--- src/common/hcf_pkg.sv ---
// Purpose: shared constants and types for the host command flag block
// Assumes: one 125 MHz core clock, host pins synchronised before use
// Notes:   flag byte and status layouts defined here; hcf_flags also packs the flag byte inline
package hcf_pkg;

   // ***********************************************************
   // timing
   // ***********************************************************
   localparam int CLK_PERIOD_NS    = 8;     // 125 MHz core clock
   localparam int STATUS_PERIOD_NS = 1000;  // status refresh period
   // longest time: round down, never below one cycle
   localparam int STATUS_CYC =
      (STATUS_PERIOD_NS / CLK_PERIOD_NS < 1) ? 1 :
      STATUS_PERIOD_NS / CLK_PERIOD_NS;
   localparam logic [7:0] STATUS_CYC_M1 = 8'(STATUS_CYC - 1);

   // ***********************************************************
   // host address decode
   // ***********************************************************
   localparam logic [5:0] BLK_BASE  = 6'h22;  // 220h..22Fh block
   localparam logic [3:0] OFS_CMD   = 4'h6;   // 226h sets command
   localparam logic [3:0] OFS_FLAGS = 4'h7;   // 227h clears attention

   // ***********************************************************
   // flag byte and status bit positions
   // ***********************************************************
   localparam int FLG_CMD    = 6;
   localparam int FLG_ATTN   = 7;
   localparam int MS_AUXCHG  = 7;
   localparam int MS_TRIG    = 6;
   localparam int MS_KEYEMP  = 5;
   localparam int MS_FATAL   = 4;
   localparam int MS_URESET  = 3;
   localparam int MS_CMDIRQ  = 2;
   localparam int MS_BUFMOD  = 1;
   localparam int MS_CURSET  = 0;
   // sticky main bits taken from the line word
   localparam logic [7:0] MS_STICKY = 8'h2A;
   // main bits ORed in from the line word and held until cleared
   localparam logic [7:0] MS_DIRECT = 8'h01;
   // aux: bit 7 unused, bits 6..0 kept
   localparam logic [7:0] AUX_KEEP  = 8'h7F;
   localparam logic [7:0] BYTE_ZERO = 8'h00;

   // ***********************************************************
   // types
   // ***********************************************************
   typedef enum logic [1:0] {
      HCF_OFF, HCF_INIT, HCF_RUN
   } hcf_mode_e;

   typedef struct packed {
      logic       stb;   // host write strobe
      logic [9:0] addr;  // host I/O address
   } hcf_hostwr_s;

   typedef struct packed {
      logic [7:0] main;  // main status byte
      logic [7:0] aux;   // auxiliary status byte
   } hcf_status_s;

endpackage

--- src/verilog/hcf_flags.sv ---
// Purpose: host command mailbox flags, status build and attention
// Assumes: host write pins are asynchronous; other inputs are local
// Notes:   command routines and line protocol live outside
`timescale 1ns/100ps
`default_nettype none
module hcf_flags
   import hcf_pkg::*;
(
   // clock and reset
   input  wire logic        ref_clk_in,
   input  wire logic        rst_in,
   // adapter configuration
   input  wire logic        mode_sel_in,
   input  wire logic        alt_proto_in,
   // host i/o bus pins
   input  wire hcf_hostwr_s host_wr_in,
   output logic [7:0]       host_flags_out,
   output logic             host_lock_out,
   // line side
   input  wire logic [7:0]  line_main_status_word_in,
   input  wire logic [7:0]  line_control_word_in,
   input  wire logic        rx_handler_exit_in,
   output logic             online_req_out,
   // screen buffer read port
   output logic [15:0]      scr_addr_out,
   input  wire logic [7:0]  scr_data_in,
   // command engine
   input  wire logic        cmd_done_in,
   input  wire logic        cmd_clr_main_in,
   input  wire logic [7:0]  cmd_clr_bits_in,
   input  wire logic        cmd_trig_dm_we_in,
   input  wire logic        cmd_trig_addr_we_in,
   input  wire logic        cmd_attn_mask_we_in,
   input  wire logic [15:0] cmd_arg_in,
   output logic             cmd_pending_out,
   // status and core control
   output hcf_status_s      status_out,
   output logic             core_control_reg_pend_n_out,
   output logic             task_run_out
);

   // ***********************************************************
   // host pin capture
   // ***********************************************************
   hcf_hostwr_s wr_sync;      // synchronised host write group
   logic        stb_d_r;      // delayed strobe for edge detect
   logic        wr_rise;      // host write seen this cycle
   logic        in_block;     // address inside sixteen-byte block

   hcf_sync #(.W($bits(hcf_hostwr_s))) u_sync (
      .ref_clk_in (ref_clk_in),
      .rst_in     (rst_in),
      .d_in       (host_wr_in),
      .q_out      (wr_sync)
   );

   // edge detect reads only the second synchroniser stage
   always_ff @(posedge ref_clk_in) begin
      if (rst_in) begin
         stb_d_r <= 1'b0;
      end else begin
         stb_d_r <= wr_sync.stb;
      end
   end

   assign in_block = (wr_sync.addr[9:4] == BLK_BASE);
   assign wr_rise  = wr_sync.stb & ~stb_d_r & in_block;

   // ***********************************************************
   // mode control
   // ***********************************************************
   hcf_mode_e mode_r;          // emulation mode state
   logic      mode_ok;         // configuration selects this mode
   logic      init_now;        // one-cycle initialisation
   logic      irq_en_r;        // host write event unmasked

   assign mode_ok  = mode_sel_in & ~alt_proto_in;
   assign init_now = (mode_r == HCF_INIT);

   // mode entry runs init once; leaving the mode drops to off
   always_ff @(posedge ref_clk_in) begin
      if (rst_in) begin
         mode_r <= HCF_OFF;
      end else begin
         case (mode_r)
            HCF_OFF:  if (mode_ok) mode_r <= HCF_INIT;
            HCF_INIT: mode_r <= HCF_RUN;
            HCF_RUN:  if (!mode_ok) mode_r <= HCF_OFF;
            default:  mode_r <= HCF_OFF;
         endcase
      end
   end

   // init unmasks the event, schedules the task, asks for online
   always_ff @(posedge ref_clk_in) begin
      if (rst_in) begin
         irq_en_r       <= 1'b0;
         task_run_out   <= 1'b0;
         online_req_out <= 1'b0;
      end else begin
         online_req_out <= init_now;
         if (init_now) begin
            irq_en_r     <= 1'b1;
            task_run_out <= 1'b1;
         end else if (mode_r == HCF_OFF) begin
            irq_en_r     <= 1'b0;
            task_run_out <= 1'b0;
         end
      end
   end

   // ***********************************************************
   // write event, lockout and service
   // ***********************************************************
   logic       pend_r;         // host write awaiting service
   logic [3:0] ofs_r;          // captured low address nibble
   logic       svc;            // servicing the write this cycle

   // receiver exit path services too, even with the event masked
   assign svc = pend_r & (irq_en_r | rx_handler_exit_in);

   // lockout holds from the write until the device releases it
   always_ff @(posedge ref_clk_in) begin
      if (rst_in) begin
         pend_r <= 1'b0;
         ofs_r  <= 4'h0;
      end else if (wr_rise && !pend_r) begin
         pend_r <= 1'b1;
         ofs_r  <= wr_sync.addr[3:0];
      end else if (svc) begin
         pend_r <= 1'b0;
      end
   end

   assign host_lock_out               = pend_r;
   assign core_control_reg_pend_n_out = ~pend_r;

   // ***********************************************************
   // request flags
   // ***********************************************************
   logic cmd_flag_r;           // command request
   logic attn_flag_r;          // attention request
   logic attn_set;             // masked main status rise

   // host set wins over a completion in the same cycle
   always_ff @(posedge ref_clk_in) begin
      if (rst_in || init_now) begin
         cmd_flag_r <= 1'b0;
      end else if (svc && ofs_r == OFS_CMD) begin
         cmd_flag_r <= 1'b1;
      end else if (cmd_done_in) begin
         cmd_flag_r <= 1'b0;
      end
   end

   // status rise wins over a host clear in the same cycle
   always_ff @(posedge ref_clk_in) begin
      if (rst_in || init_now) begin
         attn_flag_r <= 1'b0;
      end else if (attn_set) begin
         attn_flag_r <= 1'b1;
      end else if (svc && ofs_r == OFS_FLAGS) begin
         attn_flag_r <= 1'b0;
      end
   end

   assign host_flags_out  = {attn_flag_r, cmd_flag_r, 6'h00};
   assign cmd_pending_out = cmd_flag_r;

   // ***********************************************************
   // command-loaded trigger and attention storage
   // ***********************************************************
   logic [7:0]  trig_mask_r;   // bits to compare
   logic [7:0]  trig_data_r;   // byte to match
   logic [15:0] trig_addr_r;   // screen address watched
   logic [7:0]  attn_mask_r;   // main bits that raise attention

   always_ff @(posedge ref_clk_in) begin
      if (rst_in || init_now) begin
         trig_mask_r <= BYTE_ZERO;
         trig_data_r <= BYTE_ZERO;
         trig_addr_r <= 16'h0000;
         attn_mask_r <= BYTE_ZERO;
      end else begin
         if (cmd_trig_dm_we_in) begin
            trig_mask_r <= cmd_arg_in[15:8];
            trig_data_r <= cmd_arg_in[7:0];
         end
         if (cmd_trig_addr_we_in) begin
            trig_addr_r <= cmd_arg_in;
         end
         if (cmd_attn_mask_we_in) begin
            attn_mask_r <= cmd_arg_in[7:0];
         end
      end
   end

   assign scr_addr_out = trig_addr_r;

   // ***********************************************************
   // periodic status update
   // ***********************************************************
   logic [7:0] tick_r;         // cycles to next update
   logic       upd;            // update strobe

   // free-running schedule, blind to host activity
   always_ff @(posedge ref_clk_in) begin
      if (rst_in || !task_run_out) begin
         tick_r <= STATUS_CYC_M1;
      end else if (tick_r == 8'h00) begin
         tick_r <= STATUS_CYC_M1;
      end else begin
         tick_r <= tick_r - 8'h01;
      end
   end

   assign upd = task_run_out & (tick_r == 8'h00);

   // ***********************************************************
   // status build
   // ***********************************************************
   logic [7:0] aux_new;        // freshly formed aux byte
   logic [7:0] main_new;       // freshly formed main byte
   logic [7:0] scr_prev_r;     // last sampled trigger byte
   logic       trig_hit;       // trigger condition this update

   assign aux_new = (line_main_status_word_in & AUX_KEEP)
                  | (line_control_word_in & AUX_KEEP);

   // zero mask turns the match into a change detector
   assign trig_hit = (trig_mask_r == BYTE_ZERO) ?
                     (scr_data_in != scr_prev_r) :
                     (((scr_data_in ^ trig_data_r)
                       & trig_mask_r) == BYTE_ZERO);

   // host clear acts first; new events then set over it
   always_comb begin
      main_new = status_out.main;
      if (cmd_clr_main_in) begin
         main_new = main_new & ~cmd_clr_bits_in;
      end
      main_new = main_new | (line_main_status_word_in & MS_STICKY);
      main_new[MS_CURSET] = main_new[MS_CURSET]
                          | line_main_status_word_in[MS_CURSET];
      if (aux_new != status_out.aux) begin
         main_new[MS_AUXCHG] = 1'b1;
      end
      if (trig_hit) begin
         main_new[MS_TRIG] = 1'b1;
      end
      main_new[MS_FATAL]  = 1'b0;
      main_new[MS_CMDIRQ] = 1'b0;
   end

   // previous aux kept in the output register until next update
   always_ff @(posedge ref_clk_in) begin
      if (rst_in || init_now) begin
         status_out <= '0;
         scr_prev_r <= BYTE_ZERO;
      end else if (upd) begin
         status_out.aux  <= aux_new;
         status_out.main <= main_new;
         scr_prev_r      <= scr_data_in;
      end else if (cmd_clr_main_in) begin
         status_out.main <= status_out.main & ~cmd_clr_bits_in;
      end
   end

   // attention on masked zero-to-one between successive updates
   assign attn_set = upd
                   & (|(main_new & ~status_out.main & attn_mask_r));

   // ***********************************************************
   // checks
   // ***********************************************************
   localparam int UPD_WIN = STATUS_CYC;

   property p_init_clear;
      @(posedge ref_clk_in) disable iff (rst_in)
      init_now |=> (host_flags_out == BYTE_ZERO) && attn_mask_r == 8'h00;
   endproperty
   a_init_clear: assert property (p_init_clear)
      else $error("init did not clear flags");

   property p_init_start;
      @(posedge ref_clk_in) disable iff (rst_in)
      init_now |=> irq_en_r && task_run_out && online_req_out;
   endproperty
   a_init_start: assert property (p_init_start)
      else $error("init did not start task");

   property p_flag_byte;
      @(posedge ref_clk_in) disable iff (rst_in)
      $rose(cmd_flag_r) |-> host_flags_out[FLG_CMD]
         && host_flags_out[5:0] == 6'h00;
   endproperty
   a_flag_byte: assert property (p_flag_byte)
      else $error("flag byte layout wrong");

   property p_lock;
      @(posedge ref_clk_in) disable iff (rst_in)
      wr_rise && !pend_r |=> host_lock_out;
   endproperty
   a_lock: assert property (p_lock)
      else $error("block write did not lock host");

   property p_cmd_set;
      @(posedge ref_clk_in) disable iff (rst_in)
      svc && ofs_r == OFS_CMD && !init_now |=> cmd_flag_r && !host_lock_out;
   endproperty
   a_cmd_set: assert property (p_cmd_set)
      else $error("226h write did not set command");

   property p_attn_clr;
      @(posedge ref_clk_in) disable iff (rst_in)
      svc && ofs_r == OFS_FLAGS && !attn_set |=> !attn_flag_r;
   endproperty
   a_attn_clr: assert property (p_attn_clr)
      else $error("227h write did not clear attention");

   property p_other;
      @(posedge ref_clk_in) disable iff (rst_in)
      svc && ofs_r != OFS_CMD && ofs_r != OFS_FLAGS && !cmd_done_in
         && !attn_set && !init_now
      |=> $stable(host_flags_out) && !host_lock_out;
   endproperty
   a_other: assert property (p_other)
      else $error("other write changed flags");

   property p_hold_lock;
      @(posedge ref_clk_in) disable iff (rst_in)
      host_lock_out && !svc |=> host_lock_out;
   endproperty
   a_hold_lock: assert property (p_hold_lock)
      else $error("lock released without service");

   property p_period;
      @(posedge ref_clk_in) disable iff (rst_in || !task_run_out)
      upd ##1 task_run_out |-> ##[1:UPD_WIN] upd;
   endproperty
   a_period: assert property (p_period)
      else $error("status update missed its period");

   property p_auxchg;
      @(posedge ref_clk_in) disable iff (rst_in)
      upd && aux_new != status_out.aux && !init_now
      |=> status_out.main[MS_AUXCHG];
   endproperty
   a_auxchg: assert property (p_auxchg)
      else $error("aux change not flagged");

   property p_zero_bits;
      @(posedge ref_clk_in) disable iff (rst_in)
      !status_out.main[MS_FATAL] && !status_out.main[MS_CMDIRQ];
   endproperty
   a_zero_bits: assert property (p_zero_bits)
      else $error("forced-zero main bit set");

   property p_attn_rise;
      @(posedge ref_clk_in) disable iff (rst_in)
      attn_set && !init_now |=> attn_flag_r && host_flags_out[FLG_ATTN];
   endproperty
   a_attn_rise: assert property (p_attn_rise)
      else $error("masked rise did not raise attention");

   property p_cv_cmd;
      @(posedge ref_clk_in) disable iff (rst_in)
      cmd_flag_r ##[1:20] !cmd_flag_r;
   endproperty
   c_cmd: cover property (p_cv_cmd);

   property p_cv_attn;
      @(posedge ref_clk_in) disable iff (rst_in)
      $rose(attn_flag_r);
   endproperty
   c_attn: cover property (p_cv_attn);

   property p_cv_fast;
      @(posedge ref_clk_in) disable iff (rst_in)
      svc && !irq_en_r;
   endproperty
   c_fast: cover property (p_cv_fast);

endmodule
`default_nettype wire

--- src/verilog/hcf_sync.sv ---
// Purpose: two flip-flop synchroniser for host pin groups
// Assumes: each bit is a level; groups settle before the strobe rises
// Notes:   first stage feeds only the second stage
`timescale 1ns/100ps
`default_nettype none
module hcf_sync #(
   parameter int W = 1
) (
   // clock and reset
   input  wire logic         ref_clk_in,
   input  wire logic         rst_in,
   // level in and out
   input  wire logic [W-1:0] d_in,
   output var  logic [W-1:0] q_out
);

   // ***********************************************************
   // per-bit double flop
   // ***********************************************************
   logic [W-1:0] meta_r;  // first stage, read by second only

   genvar g;
   generate
      for (g = 0; g < W; g++) begin : g_bit
         always_ff @(posedge ref_clk_in) begin
            if (rst_in) begin
               meta_r[g] <= 1'b0;
               q_out[g]  <= 1'b0;
            end else begin
               meta_r[g] <= d_in[g];
               q_out[g]  <= meta_r[g];
            end
         end
      end
   endgenerate

endmodule
`default_nettype wire

--- config.mk ---
export PLATFORM = sky130hd
export DESIGN_NAME = hcf_flags
export DESIGN_NICKNAME = d
export VERILOG_FILES = /design/src/common/hcf_pkg.sv /design/src/verilog/hcf_flags.sv /design/src/verilog/hcf_sync.sv
export SDC_FILE = /design/constraint.sdc
export NUM_CORES = 1
export LEC_CHECK = 0
export ABC_AREA = 1
export BUFFER_PORTS_ARGS = -buffer_cell sky130_fd_sc_hd__buf_4
export CAP_MARGIN = 20
export CORE_MARGIN = 4
export CORE_UTILIZATION = 45
export DETAILED_ROUTE_END_ITERATION = 6
export GPL_ROUTABILITY_DRIVEN = 0
export PLACE_DENSITY_LB_ADDON = 0.05
export SYNTH_ARGS = -nofsm -noshare
export SYNTH_HDL_FRONTEND = slang
export SYNTH_SLANG_ARGS = --single-unit
--- constraint.sdc ---
create_clock -name ref_clk_in -period 2.1 [get_ports ref_clk_in]
set_clock_uncertainty 0.2 [all_clocks]
set_input_delay 0.42 -clock ref_clk_in [delete_from_list [all_inputs] [get_ports ref_clk_in]]
set_output_delay 0.42 -clock ref_clk_in [all_outputs]
set_load 0.01 [all_outputs]
# Word-level counts from Yosys, hierarchy flattened
# Index checks and enable logic that the tools add are counted.
[op_classes]
n_addsub = 1
eq_ne = 9
n_mux = 16
bitwise = 20
n_reduce_logical = 19
[op_table]
columns = ["op", "count"]
rows = [
  ["$and 8x8->8", 4],
  ["$logic_not 8->1", 3],
  ["$mux 8", 2],
  ["$not 8->8", 2],
  ["$mux 1", 11],
  ["$eq 4x3->1 const B", 2],
  ["$ne 7x8->1", 1],
  ["$ne 8x8->1", 1],
  ["$or 8x6->8", 1],
  ["$reduce_bool 2->1", 4],
  ["$reduce_or 8->1", 1],
  ["$sub 8x1->8 const B", 1],
  ["$xor 8x8->8", 1],
  ["$or 7x7->7", 1],
  ["$and 1x1->1", 6],
  ["$eq 6x6->1 const B", 1],
  ["$pmux 2 s3", 1],
  ["$mux 2", 2],
  ["$ne 2x2->1 const B", 2],
  ["$reduce_or 2->1", 2],
  ["$logic_and 1x1->1", 3],
  ["$not 1->1", 3],
  ["$eq 2x1->1 const B", 1],
  ["$eq 2x2->1 const B", 1],
  ["other kinds (5)", 8],
]
[word_totals]
ff_bits = 106
inputBits = 69
out_inout_bits = 45
elab_cells = 104

# Depth between registers and ports, before layout
[logic_depth]
depth_word = 10
depth_mapped = 11
depth_no_buf = 11

# Modules after synthesis
# Synthesis repeated with hierarchy kept, for this count alone.
[hier_totals]
cells_unflattened = 595
area_unflattened_um2 = 4199.0
[modules_own_cells]
columns = ["mod", "instances", "cells_each", "area_per_inst_um2", "seq_area_each_um2"]
rows = [
  ["hcf_flags", 1, 527, 3570.9, 1621.6],
  ["hcf_sync", 1, 68, 628.1, 440.4],
]

# Worst setup path before layout
# No wires, ideal clock.
[synth_path]
path_kind = "reg2reg"
startpoint = "reg tick_r[0]"
endpoint = "reg scr_prev_r[1]"
setup_ns = 0.114
arrival_ns = 1.253
t_required_ns = 1.786
setup_slack_ns = 0.534
path_stages_with_launch = 10
path_buffers = 2
period_less_slack_ns = 1.566
cell_sequence = "dfxtp_1 -> inv_1 -> ha_1 -> nand3_2 -> nor2_4 -> nand3_2 -> buf_6 -> buf_6 -> nor2_1 -> nor2_1"
[synth_between]
elab_chain_len = 2
[synth_lines]
columns = ["item", "line", "text"]
rows = [
  ["start: declaration", "hcf_flags.sv:203", "logic [7:0] tick_r;"],
  ["start signal: assignment", "hcf_flags.sv:213", "tick_r <= tick_r - 8'h01;"],
  ["$logic_not 8->1", "hcf_flags.sv:217", "assign upd = task_run_out & (tick_r == 8'h00);"],
  ["$and 1x1->1", "hcf_flags.sv:217", ""],
  ["end signal: assignment", "hcf_flags.sv:263", "scr_prev_r <= scr_data_in;"],
  ["end: declaration", "hcf_flags.sv:224", "logic [7:0] scr_prev_r;"],
]
# No other way between the ends.
# A chain may end at the register's enable or synchronous reset.

# Final worst setup path
[layout_path]
startpoint = "reg tick_r[0]"
endpoint = "reg attn_flag_r"
[layout_between]
elab_chain_len = 4
elab_cells_between_ends = 5
classes_between = "mux: 1; bitwise: 2; reduce/logical: 2"
[layout_lines]
columns = ["item", "line", "text"]
rows = [
  ["$logic_not 8->1 (*)", "hcf_flags.sv:217", ""],
  ["$and 1x1->1 (*)", "hcf_flags.sv:217", ""],
  ["$and 1x1->1 (*)", "hcf_flags.sv:271", "& (|(main_new & ~status_out.main & attn_mask_r));"],
  ["$mux 1 or $reduce_bool 2->1 (tied branches)", "n/a", ""],
  ["end signal: assignment", "hcf_flags.sv:159", "attn_flag_r <= 1'b0;"],
  ["end signal: assignment", "hcf_flags.sv:161", "attn_flag_r <= 1'b1;"],
  ["end signal: assignment", "hcf_flags.sv:163", "attn_flag_r <= 1'b0;"],
  ["end: declaration", "hcf_flags.sv:142", "logic attn_flag_r;"],
]
# Mark *: on every way between the ends. The rest lies on a longest branch, timed or not.

==> reports/qor.yml <==
grt:
  overflow: 0
  grt_pass1_wl_mm: 15.7
  grt_pass1_vias: 3441
  track_usage_pct: 17.4
  grt_max_degree: 30
  antenna_found_initial: 0
placement:
  pre_cts_slack_ns: 0.264
  io_buffers: 104
  hpwlAfterDp_mm: 7.24
  dpl.cell_count: 797
die:
  rows: 35
  die_h_um: 105
  dieArea_um2: 11100
  coreArea_um2: 9240
  ioPinCount: 114
  die_width_um: 105
  start_util_pct: 46.0
route:
  wl_per_cell_um: 11.5
  wl_mm: 9.35
  ant_nets: 0
  vias: 3691
  drtIter0Drc: 144
  first_pass_iters: 4
  vias_per_cell: 4.54
  drc: 0
synthesis:
  synthAdderAreaFrac_pct: 0.294
  synth_compound_area_share_pct: 11.4
  avgSynthCellArea_um2: 7.29
  yosys_register_bits: 103
  synthMuxAreaShare_pct: 0
  yosysSeqAreaShare_pct: 48.5
  synth_top_family_by_area: "simple AND/OR/NAND/NOR gates"
  synth_cell_type_count: 31
  syn_inst: 583
  synth-xor-area-share_pct: 1.85
  yosysWarnings: 0
  synth_area_um2: 4250
  yosys.area_share.simple_pct: 26.5
clocking:
  cts.sinks: 103
  cts_root_buf: "clkbuf_8"
  cts-resized-gates: 0
  cts_tree: "done"
  clock_path_buffers: 2
  insertion_delay_ns: 0.37
  post_cts_buffers: 0
  cts.clk_slew.worst_paths_ns: 0.11
  numCtsBuffers: 9
  h-tree-depth: 3
  cts_hold_buf: 0
sta:
  fin_crit_ns: 1.85
  setup_tns_ns: 0
  fin_crit_sh_pct: 87.9
  rsz0062_at_grt: "no"
  max_freq_mhz: 542
  slew_viol_final: 0
  setup_viol: 0
  final.setup.worst_slack_ns: 0.253
  hold_violations: 0
layout:
  drive_gt1_share_pct: 20.3
  areaGrowthSynthToFinish_pct: 24.5
  num-nets-final: 749
  post-route-util_pct: 57.3
  final_common_cell: "nand2_1"
  antenna_cells: 0
  layout_common_cells: "158 x nand2_1, 106 x buf_4, 103 x dfxtp_1"
  stdcell_count: 813
outcome:
  status: "complete, no violations"
min_path:
  hold_path.class: "input pin to register"
pwr:
  peakVddDrop_mv: 0.491
  cellLeakagePower_nw: 2.45
  power_density_nw_per_um2: 686
critical_path:
  required_ns: 2.20
  worstSetupStartpointType: "register"
  critPathTopFamily: "simple AND/OR/NAND/NOR gates"
  critPathMaxFanout: 21
  path_cells: "inv_1, ha_1, nand3_2, nor2_4, nand3_2, inv_2, a21oi_1, nand2_1, inv_1, a21oi_2"
  critical_path.slowest_cell: "dfxtp_1"
  cp_slowest_stage_delay_ns: 0.33
  endpoint_kind: "register"
  arrival_ns: 1.95
  crit_type: "register to register"
  worst-path-buf-inv: 3
run:
  max-cap-violations: 0
-- logic make-up after synthesis --
logic type / Yosys count
simple gates: 276
flops: 103
buf+inv: 112
other cells: 1
compound gates: 81
xor+xnor: 9
fa+ha+maj: 1
-- path summary, 6_finish.rpt --
| kind | from | to | slack, ns | cells past startpoint |
|---|---|---|---|---|
| setup / recovery | tick_r[0] | attn_flag_r | 0.25 | 10 |
| hold / removal | host_wr_in[1] | u_sync.meta_r[1] | 0.05 | 3 |
| setup reg to reg | tick_r[0] | attn_flag_r | 0.25 | 10 |
| hold reg to reg | u_sync.meta_r[5] | u_sync.q_out[5] | 0.21 | 2 |
-- cell type report --
| type | count | area, µm² |
|---|---|---|
| clock buffers | 10 | 128 |
| flip-flops and latches | 103 | 2060 |
| clock inverters | 6 | 62.6 |
| inverters | 83 | 312 |
| well taps | 129 | 161 |
| repair buffers | 108 | 836 |
| fillers | 902 | 3950 |
| multi-input cells | 374 | 1730 |
-- Yosys cell counts --
library cell	n	area, µm²
a211oi_1	1	7.51
a211oi_2	7	87.6
a21oi_1	55	275
a21oi_2	1	8.76
buf_1	4	15.0
buf_4	10	75.1
buf_6	3	33.8
clkbuf_1	12	45.0
conb_1	1	3.75
dfxtp_1	103	2060
ha_1	1	12.5
inv_1	82	308
inv_2	1	3.75
nand2_1	159	597
nand3_1	22	110
nand3_2	3	30.0
nand3b_1	4	30.0
nand4_1	2	12.5
nor2_1	79	297
nor2_4	1	11.3
nor3b_1	1	7.51
nor4_1	2	12.5
o21a_1	1	7.51
o21ai_0	8	40.0
o21bai_1	7	52.6
o22ai_1	1	6.26
or2_2	1	6.26
or2_4	1	8.76
or3_1	1	6.26
xnor2_1	8	70.1
xor2_1	1	8.76
-- worst reg2reg max path, delay by kind of cell (launching register included) --
| family | cells | cell delay, ns |
|---|---|---|
| DFF | 1 | 0.33 |
| buffers and inverters | 3 | 0.40 |
| AOI/OAI and AO/OA | 2 | 0.22 |
| and+or+nand+nor | 4 | 0.42 |
| adders and majority gates | 1 | 0.22 |
-- per-layer routing --
| metal | track usage (%) | routed length, µm | part of all wire (%) |
|---|---|---|---|
| met5 | 0 | 0 | 0 |
| met4 | 4.03 | 139 | 1.5 |
| met3 | 5.13 | 361 | 3.9 |
| met2 | 29.4 | 4760 | 51 |
| met1 | 21.9 | 4080 | 44 |
-- stage by stage --
step,area [µm²],total power [mW],hold slack [ns]
after floorplan,4270,2.29,0.188
after global placement,5100,2.48,0.191
after detailed placement,5100,2.48,0.193
after CTS,5300,3.68,0.0292
after global routing,5300,3.82,0.0207
final,5300,3.63,0.0461
-- sequential cells by signal, indices dropped and copies added, names as in the netlist, 8 cells and up, named ones only --
| register | flops |
|---|---|
| trig_data_r | 8 |
| scr_addr_out | 16 |
| u_sync.q_out | 11 |
| status_out | 13 |
| tick_r | 8 |
| scr_prev_r | 8 |
| trig_mask_r | 8 |
| u_sync.meta_r | 11 |
-- report_power, final --
group	internal (mW)	total, mW	switching [mW]
Combinational	0.183	0.385	0.202
Sequential	2.02	2.05	0.0327
Clock	0.466	1.20	0.734
Total	2.66	3.63	0.969
Note: power is estimated with default switching activity, not from simulation.
